$ cat src/lsg_map.vh
// Register map and field constants for the shared LCD/SPI port block
`ifndef LSG_MAP_VH
`define LSG_MAP_VH
// Register indices; byte address is four times the index
`define LSG_IDX_PB_DATA        4'h1
`define LSG_IDX_PC_DATA        4'h2
`define LSG_IDX_PB_DIR         4'h1
`define LSG_IDX_PC_DIR         4'h2
`define LSG_IDX_PULLUP         4'h9
`define LSG_IDX_PULLUP_SECOND  4'hB
`define LSG_IDX_OPEN_DRAIN     4'hA
`define LSG_IDX_LCD_CONTROL    4'hC
`define LSG_IDX_SPI_CONTROL    4'hD
// Field positions
`define LSG_PB_LOW_PULLUP      0
`define LSG_PB_HIGH_PULLUP     1
`define LSG_PC_PULLUP          0
`define LSG_PB_LOW_OPEN_DRAIN  0
`define LSG_PB_HIGH_OPEN_DRAIN 1
`define LSG_PC_OPEN_DRAIN      2
`define LSG_PB_LOW_PORT_ENABLE 0
`define LSG_PB_HIGH_PORT_ENABLE 1
`define LSG_SPI_ENABLE         0
`define LSG_SPI_MASTER         1
// Reset values
`define LSG_RST_ZERO           8'h00
`define LSG_RST_LCD_CONTROL    8'h00
`endif

$ cat src/lsg_ports.v
// Port B and port C pin control with Avalon-MM register slave
//
// The Avalon-MM slave port was left to the implementer.
`timescale 1ns/1ns
`default_nettype none
`include "lsg_map.vh"
//
// How it works
// [RL1] Port B direction bit: 0 input, 1 output
// [RL2] Port B direction at option index 1
// [RL3] Port B direction cleared at reset
// [RL4] Port B pullups per nibble, cleared at reset
// [RL5] Port B open drain per nibble, reset off
// [RL6] Low nibble: LCD, input or output mode
// [RL7] High nibble uses high-half controls likewise
// [RL8] LCD pin reads 0, write stores latch
// [RL9] Output reads latch; input reads pin
// [RL10] Software avoids pullups on LCD nibbles
// [RL11] Port C is four pins shared
// [RL12] Port C data, pullup, open-drain decode
// [RL13] Pullup and open-drain registers reset cleared
// [RL14] SPI enable reassigns port C 0-2
// [RL15] Master select makes serial clock output
// [RL16] Port C read returns pin level
// [RL17] Pin 3 readable regardless of interrupt
// [RL18] Port C pins 2,3 open drain only
// [RL19] Port C direction at option index 2
// [RL20] Single port C pullup bit, reset off
// [RL21] Port C data latch kept over reset
// [RL22] Port B latch kept; LCD enabled reset
// [RL23] Open-drain bit applies pins 0,1
// [RL24] Option select routes shared addresses
module lsg_ports
(
  // System
  input  wire        clock,
  input  wire        rst,
  // Avalon-MM slave
  input  wire [5:0]  address,
  input  wire        read,
  input  wire        write,
  input  wire [31:0] writedata,
  output reg  [31:0] readdata,
  output reg         waitrequest,
  output reg  [1:0]  response,
  // Option map select
  input  wire        option_map,
  // Port B pins
  input  wire [7:0]  pb_in,
  output reg  [7:0]  pb_out,
  output reg  [7:0]  pb_oe,
  output reg  [7:0]  pb_pullup_en,
  output reg  [7:0]  pb_lcd_sel,
  // LCD frontplane source
  input  wire [7:0]  lcd_frontplane,
  // Port C pins
  input  wire [3:0]  pc_in,
  output reg  [3:0]  pc_out,
  output reg  [3:0]  pc_oe,
  output reg  [3:0]  pc_pullup_en,
  // SPI side
  input  wire        spi_sck_out,
  input  wire        spi_sdo_out,
  output reg         spi_sck_in,
  output reg         spi_sdi_in,
  output reg         spi_enable,
  output reg         spi_master,
  output reg         irq_level
);

  // ****************************************************
  // Registers
  // ****************************************************
  reg  [7:0] pb_latch_q;
  reg  [7:0] pb_dir_q;
  reg  [3:0] pc_latch_q;
  reg  [3:0] pc_dir_q;
  reg  [7:0] pullup_q;
  reg  [7:0] pullup_second_q;
  reg  [7:0] open_drain_q;
  reg  [7:0] lcd_control_q;
  reg  [7:0] spi_control_q;
  reg  [7:0] pb_sync1_q;
  reg  [7:0] pb_sync2_q;
  reg  [3:0] pc_sync1_q;
  reg  [3:0] pc_sync2_q;
  reg        opt_sync1_q;
  reg        opt_sync2_q;
  reg        ack_q;

  wire [3:0] idx;
  wire       req;
  wire       mapped;
  wire [7:0] pb_read;
  wire [3:0] pc_read;
  assign idx = address[5:2];
  assign req = (read | write) & ~ack_q;

  // Option-map decode, shared by read and write paths
  function dec;
    input [3:0] i;
    input       opt;
    begin
      dec = 1'b0;
      if (opt) // RL24
      begin
        if (i == `LSG_IDX_PB_DIR || i == `LSG_IDX_PC_DIR || i == `LSG_IDX_PULLUP ||
            i == `LSG_IDX_PULLUP_SECOND || i == `LSG_IDX_OPEN_DRAIN ||
            i == `LSG_IDX_LCD_CONTROL || i == `LSG_IDX_SPI_CONTROL)
          dec = 1'b1;
      end
      else if (i == `LSG_IDX_PB_DATA || i == `LSG_IDX_PC_DATA) // RL12
        dec = 1'b1;
    end
  endfunction

  assign mapped = dec(idx, opt_sync2_q);

  // ****************************************************
  // Pin input synchronisers
  // ****************************************************
  always @(posedge clock or posedge rst)
  begin
    if (rst)
    begin
      pb_sync1_q  <= 8'h00;
      pb_sync2_q  <= 8'h00;
      pc_sync1_q  <= 4'h0;
      pc_sync2_q  <= 4'h0;
      opt_sync1_q <= 1'b0;
      opt_sync2_q <= 1'b0;
    end
    else
    begin
      pb_sync1_q  <= pb_in;
      pb_sync2_q  <= pb_sync1_q;
      pc_sync1_q  <= pc_in;
      pc_sync2_q  <= pc_sync1_q;
      opt_sync1_q <= option_map;
      opt_sync2_q <= opt_sync1_q;
    end
  end

  // ****************************************************
  // Data readback
  // ****************************************************
  genvar g;
  generate
    for (g = 0; g < 8; g = g + 1)
    begin : pb_rd
      wire pe;
      assign pe = (g < 4) ? lcd_control_q[`LSG_PB_LOW_PORT_ENABLE]
                          : lcd_control_q[`LSG_PB_HIGH_PORT_ENABLE];
      assign pb_read[g] = !pe ? 1'b0 :                      // RL8
                          pb_dir_q[g] ? pb_latch_q[g] :     // RL9
                          pb_sync2_q[g];
    end
  endgenerate
  assign pc_read = pc_sync2_q; // RL16 RL17

  // ****************************************************
  // Avalon slave: one wait cycle, then ack
  // ****************************************************
  always @(posedge clock or posedge rst)
  begin
    if (rst)
    begin
      ack_q       <= 1'b0;
      waitrequest <= 1'b1;
      readdata    <= 32'h0000_0000;
      response    <= 2'b00;
    end
    else
    begin
      ack_q       <= req;
      waitrequest <= ~req;
      if (req)
      begin
        response <= mapped ? 2'b00 : 2'b11;
        readdata <= 32'h0000_0000;
        if (read && mapped)
        begin
          if (opt_sync2_q)
          begin
            case (idx)
              `LSG_IDX_PB_DIR:        readdata <= {24'h00_0000, pb_dir_q};
              `LSG_IDX_PC_DIR:        readdata <= {28'h000_0000, pc_dir_q};
              `LSG_IDX_PULLUP:        readdata <= {24'h00_0000, pullup_q};
              `LSG_IDX_PULLUP_SECOND: readdata <= {24'h00_0000, pullup_second_q};
              `LSG_IDX_OPEN_DRAIN:    readdata <= {24'h00_0000, open_drain_q};
              `LSG_IDX_LCD_CONTROL:   readdata <= {24'h00_0000, lcd_control_q};
              default:                readdata <= {24'h00_0000, spi_control_q};
            endcase
          end
          else if (idx == `LSG_IDX_PB_DATA)
            readdata <= {24'h00_0000, pb_read};
          else
            readdata <= {28'h000_0000, pc_read};
        end
      end
    end
  end

  // Control registers: reset cleared, LCD drivers enabled
  always @(posedge clock or posedge rst)
  begin
    if (rst)
    begin
      pb_dir_q        <= `LSG_RST_ZERO;        // RL3
      pc_dir_q        <= 4'h0;                 // RL19
      pullup_q        <= `LSG_RST_ZERO;        // RL4 RL13
      pullup_second_q <= `LSG_RST_ZERO;        // RL20
      open_drain_q    <= `LSG_RST_ZERO;        // RL5 RL13
      lcd_control_q   <= `LSG_RST_LCD_CONTROL; // RL22
      spi_control_q   <= `LSG_RST_ZERO;
    end
    else if (req && write && mapped && opt_sync2_q)
    begin
      case (idx)
        `LSG_IDX_PB_DIR:        pb_dir_q <= writedata[7:0];        // RL2
        `LSG_IDX_PC_DIR:        pc_dir_q <= writedata[3:0];        // RL19
        `LSG_IDX_PULLUP:        pullup_q <= writedata[7:0];        // RL12
        `LSG_IDX_PULLUP_SECOND: pullup_second_q <= writedata[7:0];
        `LSG_IDX_OPEN_DRAIN:    open_drain_q <= writedata[7:0];    // RL12
        `LSG_IDX_LCD_CONTROL:   lcd_control_q <= writedata[7:0];
        default:                spi_control_q <= writedata[7:0];
      endcase
    end
  end

  // Data latches are not reset
  always @(posedge clock)
  begin
    if (req && write && mapped && !opt_sync2_q)
    begin
      if (idx == `LSG_IDX_PB_DATA)
        pb_latch_q <= writedata[7:0]; // RL8 RL9 RL22
      else
        pc_latch_q <= writedata[3:0]; // RL21
    end
  end

  // ****************************************************
  // Pin drivers
  // ****************************************************
  wire [7:0] pb_out_d;
  wire [7:0] pb_oe_d;
  wire [7:0] pb_pu_d;
  wire [7:0] pb_lcd_d;
  generate
    for (g = 0; g < 8; g = g + 1)
    begin : pb_pin
      wire pe;
      wire od;
      wire pu;
      assign pe = (g < 4) ? lcd_control_q[`LSG_PB_LOW_PORT_ENABLE]      // RL6
                          : lcd_control_q[`LSG_PB_HIGH_PORT_ENABLE];    // RL7
      assign od = (g < 4) ? open_drain_q[`LSG_PB_LOW_OPEN_DRAIN]
                          : open_drain_q[`LSG_PB_HIGH_OPEN_DRAIN];      // RL5
      assign pu = (g < 4) ? pullup_q[`LSG_PB_LOW_PULLUP]
                          : pullup_q[`LSG_PB_HIGH_PULLUP];              // RL4
      assign pb_lcd_d[g] = ~pe;
      assign pb_out_d[g] = pe ? pb_latch_q[g] : lcd_frontplane[g];
      assign pb_oe_d[g]  = ~pe | (pb_dir_q[g] & (~od | ~pb_latch_q[g])); // RL1 RL6
      // Pullup is dropped whenever the port drives the pin in port mode; LCD pins keep it
      assign pb_pu_d[g]  = pu & ~(pe & pb_oe_d[g]);                    // RL4
    end
  endgenerate

  reg [3:0] pc_out_d;
  reg [3:0] pc_oe_d;
  reg       pc_od;
  always @*
  begin
    pc_od    = open_drain_q[`LSG_PC_OPEN_DRAIN];
    pc_out_d = pc_latch_q;
    pc_oe_d  = pc_dir_q;                                       // RL11
    if (spi_control_q[`LSG_SPI_ENABLE])                        // RL14
    begin
      pc_out_d[0] = spi_sck_out;
      pc_oe_d[0]  = spi_control_q[`LSG_SPI_MASTER];            // RL15
      pc_out_d[1] = spi_sdo_out;
      pc_oe_d[1]  = 1'b1;
      pc_oe_d[2]  = 1'b0;
    end
    if (pc_od)                                                 // RL23
    begin
      pc_oe_d[0] = pc_oe_d[0] & ~pc_out_d[0];
      pc_oe_d[1] = pc_oe_d[1] & ~pc_out_d[1];
    end
    pc_oe_d[2]  = pc_oe_d[2] & ~pc_out_d[2];                   // RL18
    pc_oe_d[3]  = pc_oe_d[3] & ~pc_out_d[3];                   // RL18
  end

  always @(posedge clock or posedge rst)
  begin
    if (rst)
    begin
      pb_out       <= 8'h00;
      pb_oe        <= 8'h00;
      pb_pullup_en <= 8'h00;
      pb_lcd_sel   <= 8'h00;
      pc_out       <= 4'h0;
      pc_oe        <= 4'h0;
      pc_pullup_en <= 4'h0;
      spi_sck_in   <= 1'b0;
      spi_sdi_in   <= 1'b0;
      spi_enable   <= 1'b0;
      spi_master   <= 1'b0;
      irq_level    <= 1'b0;
    end
    else
    begin
      pb_out       <= pb_out_d;
      pb_oe        <= pb_oe_d;
      pb_pullup_en <= pb_pu_d;
      pb_lcd_sel   <= pb_lcd_d;
      pc_out       <= pc_out_d;
      pc_oe        <= pc_oe_d;
      pc_pullup_en <= {4{pullup_second_q[`LSG_PC_PULLUP]}} & ~pc_oe_d; // RL20
      spi_sck_in   <= pc_sync2_q[0];
      spi_sdi_in   <= pc_sync2_q[2];
      spi_enable   <= spi_control_q[`LSG_SPI_ENABLE];
      spi_master   <= spi_control_q[`LSG_SPI_MASTER];
      irq_level    <= pc_sync2_q[3];                           // RL17
    end
  end

endmodule
`default_nettype wire

$ cat config.mk
export PLATFORM = sky130hd
export DESIGN_NAME = lsg_ports
export DESIGN_NICKNAME = d
export VERILOG_FILES = /design/src/lsg_ports.v
export VERILOG_INCLUDE_DIRS = /design/src
export SDC_FILE = /design/constraint.sdc
export NUM_CORES = 1
export LEC_CHECK = 0
export BUFFER_PORTS_ARGS = -buffer_cell sky130_fd_sc_hd__buf_2
export CAP_MARGIN = 20
export CORE_ASPECT_RATIO = 0.7
export CORE_UTILIZATION = 55
export DETAILED_ROUTE_END_ITERATION = 12
export GPL_TIMING_DRIVEN = 0
export PLACE_DENSITY = 0.81
export REMOVE_ABC_BUFFERS = 1
export SLEW_MARGIN = 20
export SYNTH_ARGS = -nofsm -noshare
export SYNTH_HDL_FRONTEND = slang
export SYNTH_SLANG_ARGS = --single-unit
$ cat constraint.sdc
create_clock -name clock -period 11.2 [get_ports clock]
set_clock_uncertainty 0.05 [all_clocks]
set_input_delay 2.24 -clock clock [delete_from_list [all_inputs] [get_ports clock]]
set_output_delay 2.24 -clock clock [all_outputs]
set_load 0.1 [all_outputs]
==> impl_metrics.toml, run 1 <==
[status]
outcome = "completed"

[floorplanning]
die_y_um = 88.9
fp-row-count = 31
initial_core_util = 0.569
die_w_um = 126
dieArea_um2 = 11200
core_area_um2 = 10400
pin_count = 149

[cts]
ctsResizeCount = 0
cts_hold_buffers = 0
cts_buffer_depth = 2
ctsRootBufferMaster = "clkbuf_16"
cts_tree = "built"
cts_setup_buffers = 0
htreeDepth = 4
numCtsBuffers = 17
path_clk_slew_ns = 0.06
clkLatencyLatePin_ns = 0.42
cts.sinks = 144

[place]
dp.cells = 638
hpwl_mm = 8.43
portBuffers = 98
dp_slack_ns = 6.42
place.gp.congestion = 0.892

[critical_path]
worstPathArrival_ns = 4.71
cp-start-kind = "primary input"
worstSetupEndpointType = "register"
cpPeakStageDelay_ns = 0.77
cp_max_fo = 20
cp_slowest_cell = "nor2b_1"
crit_chain = "buf_2 -> nor2b_1 -> a221oi_2 -> nor2b_1 -> mux2_2"
critPathMostFrequentCell = "nor2b_1"
required_ns = 11.45
criticalPathCategory = "primary input to register"

[logic_synthesis]
yosysWarnings = 0
synth_edf_count = 12
ys_top_cells_by_count = "dfrtp_1 (131), mux2_2 (59), nand2_1 (39)"
synth_most_common_cell = "dfrtp_1"
syn_area_per_cell_um2 = 13.7
netlist_top_cells_area = "dfrtp_1 (55%), mux2_2 (11%), edfxtp_1 (6.1%)"
synth-async-reset-ratio = 0.917
seq_area_frac_synth = 0.617
syn_inst = 432
synth_top_area_share = 0.552
ys.flop_type = "dfrtp_1"
syn-cell-area_um2 = 5940
ys_ff_latch = 144
synth.distinct_cells = 53
yosysTopAreaCell = "dfrtp_1"

[detailed_routing]
wl_met2_mm = 5.80
drt-initial-drc-count = 268
wl_met1_mm = 5.70
via_count = 3804
wl_mm = 12.9
ant_nets = 0
drt-pass1-iter-count = 5
drc = 0
vias_per_cell = 5.69
top_layer = "met4"
met3WireLength_mm = 1.19
wl_per_cell_um = 19.3

[global_routing]
gr-total-overflow = 0
grt_pass1_vias = 3784
grt_use_total = 0.251
grt_antenna_before_repair = 0
grt_start_max_net_pins = 70
grt_pass1_wl_mm = 20.4

[finish]
area_delta_synth_final_pct = 18.5
multiInputGateArea_um2 = 2020
stdcell_count = 669
nNetsFinal = 590
seq_area_um2 = 3660
num-fill-cells = 712
antennaDiodeCount = 0
drive_above_1_share = 0.391

[sta]
setup_violations = 0
max_slew_margin = 0.367
finalCritPeriodShare = 0.398
fmax_ghz = 0.224
setup_ws_ns = 6.74
final-max-slew-violation-count = 0
period_needed_ns = 4.46
worstMarginPinSlew_ns = 0.936
setup_tns_ns = 0
hold_viol = 0
rsz0062_at_grt = "no"

[power]
total_power_uw = 1540
p_leak_uw = 0.00329
ir_drop_v = 0.000150
p_per_area_nw_per_um2 = 219

[run]
maxCapViolations = 0

[min_path]
hold_class = "register to register"
==> cells in the final DEF, fill, tap and decap left out, types with 6 or more instances in the layout <==
cell | netlist | routed
dfrtp_1 | 131 | 131
nor2_1 | 12 | 12
mux2_2 | 59 | 59
nand2_1 | 39 | 39
clkbuf_16 | 0 | 17
buf_2 | 4 | 98
mux2_4 | 8 | 8
conb_1 | 1 | 24
mux2i_1 | 17 | 17
nor2b_1 | 12 | 12
a22oi_1 | 6 | 6
inv_1 | 8 | 7
a31oi_1 | 12 | 12
a221oi_1 | 7 | 7
edfxtp_1 | 12 | 12
==> logic make-up after synthesis <==
logic type             after synthesis  synth area share
AND/OR/NAND/NOR                     93            0.0940
flip-flops                         144             0.617
buffers and inverters               56            0.0578
multiplexers                        84             0.161
other                                1          0.000632
AO/OA/AOI/OAI                       54            0.0694
==> cell type report <==
type                    instances  share of cell area
flip-flops and latches        144               0.521
inverters                       8             0.00498
clock buffers                  19              0.0630
repair buffers                 99              0.0736
clock inverters                12              0.0270
multi-input cells             255               0.287
well taps                     132              0.0235
==> per-stage QoR <==
| step | utilization | area (µm²) | hold slack, ns |
|---|---|---|---|
| 6_report | 0.674 | 7040 | 0.297 |
| 5_1_grt | 0.674 | 7040 | 0.307 |
| 4_1_cts | 0.674 | 7040 | 0.298 |
| 3_5_place_dp | 0.614 | 6400 | 0.285 |
| 3_3_place_gp | 0.610 | 6360 | 0.285 |
| 2_1_floorplan | - | 5710 | 0.281 |
==> worst paths after layout <==
| check | startpoint | to | slack, ns | depth (start not counted) |
|---|---|---|---|---|
| max | address[2] | spi_control_q[2]$_DFFE_PP0P_ | 6.74 | 5 |
| min | pb_sync1_q[4]$_DFF_PP0_ | pb_sync2_q[4]$_DFF_PP0_ | 0.30 | 0 |
| max reg2reg | opt_sync2_q$_DFF_PP0_ | spi_control_q[2]$_DFFE_PP0P_ | 8.42 | 5 |
| min reg2reg | pb_sync1_q[4]$_DFF_PP0_ | pb_sync2_q[4]$_DFF_PP0_ | 0.30 | 0 |
| max in group asynchronous | rst | spi_control_q[0]$_DFFE_PP0P_ | 8.51 | 3 |
| min in group asynchronous | rst | opt_sync1_q$_DFF_PP0_ | 1.84 | 2 |
==> power by group <==
group	switching, µW	total (µW)	internal, µW
combinational	261	324	63.4
sequential	36.7	611	575
clock	207	605	398
total	505	1540	1040
==> registers in the layout, summed over array words and instances (netlist names), 2 cells and up <==
register / flops
pb_latch_q: 8
pc_oe: 4
pb_sync2_q: 8
lcd_control_q: 8
spi_control_q: 8
pc_pullup_en: 4
pb_out: 8
pb_lcd_sel: 2
readdata: 8
pc_sync1_q: 4
pb_pullup_en: 8
pc_out: 4
open_drain_q: 8
pb_dir_q: 8
pullup_q: 8
pc_dir_q: 4
pc_read: 4
pullup_second_q: 8
pc_latch_q: 4
pb_oe: 8
pb_sync1_q: 8
==> critical path, delay by kind of cell <==
kind / cells / cell delay, ns
AO/OA/AOI/OAI: 1 / 0.68
multiplexers: 1 / 0.42
buffers and inverters: 1 / 0.36
AND/OR/NAND/NOR: 2 / 1.00
==> metal layers <==
metal,vias to the layer above,GRT usage
met2,188,0.374
met5,-,0.0168
li1,1688,-
met3,23,0.0952
met1,1905,0.335
met4,0,0.101
(Power assumes the default switching activity.)
==> run 2: changes to the inputs <==
- ABC_AREA: unset -> 1
- CORE_UTILIZATION: 55 -> 53
- PLACE_DENSITY: 0.81 -> 0.79
- clock period: 11.2 -> 4.4 ns (I/O delays scaled with it)
==> impl_metrics.toml, run 2 <==
[floorplanning]
die_w_um = 128
initial_core_util = 0.558
dieArea_um2 = 11600
core_area_um2 = 10600
pin_count = 149
die_y_um = 90.5
fp-row-count = 31

[finish]
drive_above_1_share = 0.238
fin_area_um2 = 6960
multiInputGateArea_um2 = 1820
layout_common_cells = "nand2_1 (180), dfrtp_1 (131), buf_2 (98), inv_1 (47), o21ai_1 (40)"
fin_util = 0.655
antennaDiodeCount = 0
seq_area_um2 = 3660
layout_commonest_cell = "nand2_1"
area_delta_synth_final_pct = 17.4
nNetsFinal = 759
num-fill-cells = 830
stdcell_count = 855

[cts]
ctsResizeCount = 0
htreeDepth = 4
cts_setup_buffers = 0
clkLatencyLatePin_ns = 0.42
cts.sinks = 144
cts_tree = "built"
path_clk_slew_ns = 0.06
cts_hold_buffers = 0
numCtsBuffers = 17
cts_buffer_depth = 2
ctsRootBufferMaster = "clkbuf_16"

[logic_synthesis]
syn-cell-area_um2 = 5930
synth_top_area_share = 0.553
synth.distinct_cells = 34
ys.flop_type = "dfrtp_1"
ys_ff_latch = 144
synth_most_common_cell = "nand2_1"
syn_inst = 597
seq_area_frac_synth = 0.618
ys_top_cells_by_count = "nand2_1 (180), dfrtp_1 (131), inv_1 (48)"
synth_edf_count = 12
syn_area_per_cell_um2 = 9.94
netlist_top_cells_area = "dfrtp_1 (55%), nand2_1 (11%), edfxtp_1 (6.1%)"
synth-async-reset-ratio = 0.917
yosysTopAreaCell = "dfrtp_1"
yosysWarnings = 0

[detailed_routing]
drt-pass1-iter-count = 5
wl_per_cell_um = 15.7
ant_nets = 0
vias_per_cell = 5.18
drt-initial-drc-count = 511
wl_mm = 13.4
via_count = 4425
drc = 0

[sta]
setup_violations = 0
worstMarginPinSlew_ns = 0.935
fmax_ghz = 0.333
max_slew_margin = 0.376
final-max-slew-violation-count = 0
hold_viol = 0
finalCritPeriodShare = 0.682
rsz0062_at_grt = "no"
period_needed_ns = 3.00
setup_ws_ns = 1.40

[place]
dp_slack_ns = 0.956
post_dp_cell_area_um2 = 6390
hpwl_mm = 9.39
portBuffers = 98
dp.cells = 823
place.gp.congestion = 0.887

[global_routing]
grt_pass1_vias = 4260
grt_start_max_net_pins = 68
use_met2 = 0.357
grt_antenna_before_repair = 0
grt_pass1_wl_mm = 21.5
use_met1 = 0.347
gr-max-usage-layer = "met2"
grt_use_total = 0.250
gr-total-overflow = 0
gr-usage-met3 = 0.0812

[critical_path]
worstPathArrival_ns = 3.00
worstSetupEndpointType = "register"
required_ns = 4.39
cp_slowest_cell = "nor2_1"
cp-start-kind = "primary input"
cp_max_fo = 11
worst-path-buf-inv = 2
crit_chain = "buf_2 -> nor2_2 -> nand2_1 -> nand2_2 -> inv_2 -> nand2_8 -> nand3_1 -> nor2_1"
crit_family = "simple AND/OR/NAND/NOR gates"
criticalPathCategory = "primary input to register"
cpPeakStageDelay_ns = 0.73

[power]
p_per_area_nw_per_um2 = 521
p_leak_uw = 0.00352
ir_drop_v = 0.000299

[min_path]
hold_class = "register to register"

[status]
outcome = "completed"

[run]
maxCapViolations = 0
==> run 2: cell count changes in the layout (fill, tap and decap cells not counted), moves of 8 or more <==
cell | before | now
mux2i_1 | 17 | 2
a31oi_1 | 12 | 3
mux2_2 | 59 | 1
nand2_1 | 39 | 180
o21ai_0 | 2 | 38
o21ai_1 | 0 | 40
mux2_4 | 8 | 0
nor2b_1 | 12 | 0
inv_1 | 7 | 47
nand3_1 | 1 | 17
o21ai_2 | 1 | 11
nor2_1 | 12 | 30
==> run 2: metal layers <==
| metal | wire (µm) | vias to the layer above | share of wire |
|---|---|---|---|
| li1 | - | 2072 | - |
| met1 | 5790 | 2068 | 0.43 |
| met2 | 5980 | 250 | 0.44 |
| met3 | 1370 | 35 | 0.10 |
| met4 | 318 | 0 | 0.024 |
| met5 | 0 | - | 0 |
==> run 2: logic make-up after synthesis <==
logic type      after synthesis  synth area share
simple gates                248             0.190
flops                       144             0.618
compound gates              103            0.0962
buf+inv                      98            0.0907
mux                           3           0.00527
other cells                   1          0.000632
==> run 2: report_power, final <==
part	switching [µW]	internal, µW
combinational	625	112
sequential	65.4	1450
clock	586	792
==> run 2: area by class of cell <==
type | instances | share of cell area
clock inverter | 15 | 0.0208
timing repair buffer | 99 | 0.0744
tap | 148 | 0.0266
clock buffer | 17 | 0.0611
inverter | 54 | 0.0300
multi-input combinational | 378 | 0.261
sequential | 144 | 0.526
==> run 2: path summary, 6_finish.rpt <==
check	startpoint	endpoint	slack (ns)	cells past startpoint
max in group asynchronous	rst	waitrequest$_DFF_PP1_	3.06	3
max	address[5]	pb_latch_q[5]$_DFFE_PP_	1.40	8
min	pb_sync1_q[3]$_DFF_PP0_	pb_sync2_q[3]$_DFF_PP0_	0.29	0
max reg2reg	opt_sync2_q$_DFF_PP0_	pb_latch_q[5]$_DFFE_PP_	1.75	4
min reg2reg	pb_sync1_q[3]$_DFF_PP0_	pb_sync2_q[3]$_DFF_PP0_	0.29	0
min in group asynchronous	rst	pc_sync1_q[0]$_DFF_PP0_	0.49	2
==> run 2: per-stage QoR <==
step / power [µW] / hold WS (ns) / setup TNS (ns)
finish: 3630 / 0.293 / 0
global route: 3760 / 0.302 / 0
CTS: 3640 / 0.293 / 0
detailed placement: 2270 / 0.285 / 0
global placement: 2250 / 0.283 / -156.61
floorplan: 2120 / 0.281 / -7.13
==> run 3: changes to the inputs <==
- CORE_UTILIZATION: 53 -> 48
- PLACE_DENSITY: 0.79 -> 0.75
- clock period: 4.4 -> 2.5 ns (I/O delays scaled with it)
==> impl_metrics.toml, run 3 (synthesis gave the netlist of run 2 again) <==
[critical_path]
r2r-start = "opt_sync2_q$_DFF_PP0_"
cp_max_fo = 11
worstPathArrival_ns = 2.45
r2r_cells = 4
cp_slowest_cell = "nand2_1"
cp-start-kind = "primary input"
worstSetupEndpointType = "register"
crit_chain = "buf_2 -> nor2_2 -> nand2_1 -> nand2_2 -> inv_2 -> nand2_8 -> nand3_1 -> nor2_1"
criticalPathCategory = "primary input to register"
cpPeakStageDelay_ns = 0.43
r2r_setup_slack_ns = 0.27
required_ns = 2.55
timing.rr.end = "pc_latch_q[1]$_DFFE_PP_"
setup.worst_path.start = "address[5]"

[place]
portBuffers = 98
place.gp.congestion = 0.843
hpwl_mm = 9.33

[detailed_routing]
wl_met1_mm = 6.20
drt-pass1-iter-count = 5
met3WireLength_mm = 1.22
drt-initial-drc-count = 402
wl_met2_mm = 6.07
wl_per_cell_um = 15.8
drc = 0
wl_mm = 13.7
top_layer = "met4"
vias_per_cell = 5.14
via_count = 4442
ant_nets = 0

[cts]
cts_setup_buffers = 0
cts_tree = "built"
cts.sinks = 144
clkLatencyLatePin_ns = 0.43
ctsRootBufferMaster = "clkbuf_16"
cts_hold_buffers = 0
cts_buffer_depth = 2
htreeDepth = 4
ctsResizeCount = 1
numCtsBuffers = 17
path_clk_slew_ns = 0.06

[floorplanning]
pin_count = 149
core_area_um2 = 11900
die_w_um = 135
initial_core_util = 0.499
dieArea_um2 = 12800
fp-row-count = 33
die_y_um = 95.0

[sta]
setup_violations = 0
fmax_ghz = 0.416
period_needed_ns = 2.40
max_slew_margin = 0.400
worstMarginPinSlew_ns = 0.899
final-max-slew-violation-count = 0
finalCritPeriodShare = 0.962
hold_viol = 0
setup_tns_ns = 0

[power]
seqPwrFrac = 0.410
ir_drop_v = 0.000644
clock_power_share = 0.390
total_power_uw = 6490
p_int_uw = 4250
p_comb_frac = 0.200
p_per_area_nw_per_um2 = 925
p_leak_uw = 0.00353
p_sw_uw = 2240
switching_share = 0.345

[global_routing]
gr-total-overflow = 0
grt_antenna_before_repair = 0
grt_start_max_net_pins = 77
grt_pass1_wl_mm = 21.4
grt_use_total = 0.228
grt_pass1_vias = 4070

[finish]
layout_commonest_cell = "nand2_1"
num-fill-cells = 1003
layout_common_cells = "nand2_1 (180), dfrtp_1 (131), buf_2 (98), inv_1 (47), o21ai_1 (40)"
nNetsFinal = 759
antennaDiodeCount = 0
area_delta_synth_final_pct = 18.2
drive_above_1_share = 0.238

[min_path]
hold_end = "pb_sync1_q[1]$_DFF_PP0_"
hold_class = "primary input to register"
hold_path_depth = 1
min-delay-start = "pb_in[1]"

[status]
outcome = "completed"

[run]
maxCapViolations = 0
[run 3: changes by cell type in the layout (fill, tap and decap cells not counted)]
cell        previous run  this run
clkinvlp_4             2         4
clkbuf_1               0         1
clkinv_2               3         2
clkinv_4               2         0
clkbuf_16             17        19
nor2_4                 1         2
nor2_1                30        29
inv_6                  8         6
[run 3: layout make-up]
cell class | count | area (µm²) | area share
clock buffers | 20 | 479 | 0.0683
clock inverters | 12 | 120 | 0.0171
inverters | 54 | 209 | 0.0298
multi-input cells | 378 | 1820 | 0.260
flip-flops and latches | 144 | 3660 | 0.523
well taps | 157 | 196 | 0.0280
repair buffers | 99 | 518 | 0.0739
[run 3: worst max-delay path by stage]
stage                              end  slack (ns)  depth (start not counted)
4_1_cts        pb_latch_q[5]$_DFFE_PP_        0.07                          8
3_5_place_dp   pb_latch_q[7]$_DFFE_PP_       -0.56                          8
3_3_place_gp     opt_sync1_q$_DFF_PP0_       -2.75                          2
2_1_floorplan          ack_q$_DFF_PP0_       -1.57                          1
5_1_grt        pc_latch_q[1]$_DFFE_PP_      -0.004                          8
6_report       pc_latch_q[1]$_DFFE_PP_         0.1                          8
[run 3: worst max-delay path, delay by kind of cell]
| kind | cells | cell delay [ns] |
|---|---|---|
| buffers and inverters | 2 | 0.21 |
| and+or+nand+nor | 6 | 1.74 |
[run 3: through the flow]
stage	cells	util	cell area (µm²)	hold WS (ns)	setup WS, ns
after floorplan	576	-	5690	0.281	-1.57
after global placement	831	0.536	6370	0.283	-2.75
after detailed placement	832	0.539	6400	0.286	-0.562
after CTS	864	0.589	7010	0.113	0.0669
after global routing	864	0.590	7010	0.115	-0.00378
final	864	0.590	7010	0.121	0.0952
[run 3: power by group through the flow]
stage	sequential (µW)	clock, µW	combinational (µW)
after floorplan	3290	0	454
after global placement	2690	0	1270
after detailed placement	2700	0	1290
after CTS	2660	2550	1300
after global routing	2680	2660	1380
final	2660	2530	1300
[run 3: per-layer routing]
layer	global-route usage	vias to the layer above
met3	0.0649	22
li1	-	2063
met4	0.0787	0
met5	0	-
met1	0.324	2156
met2	0.336	201
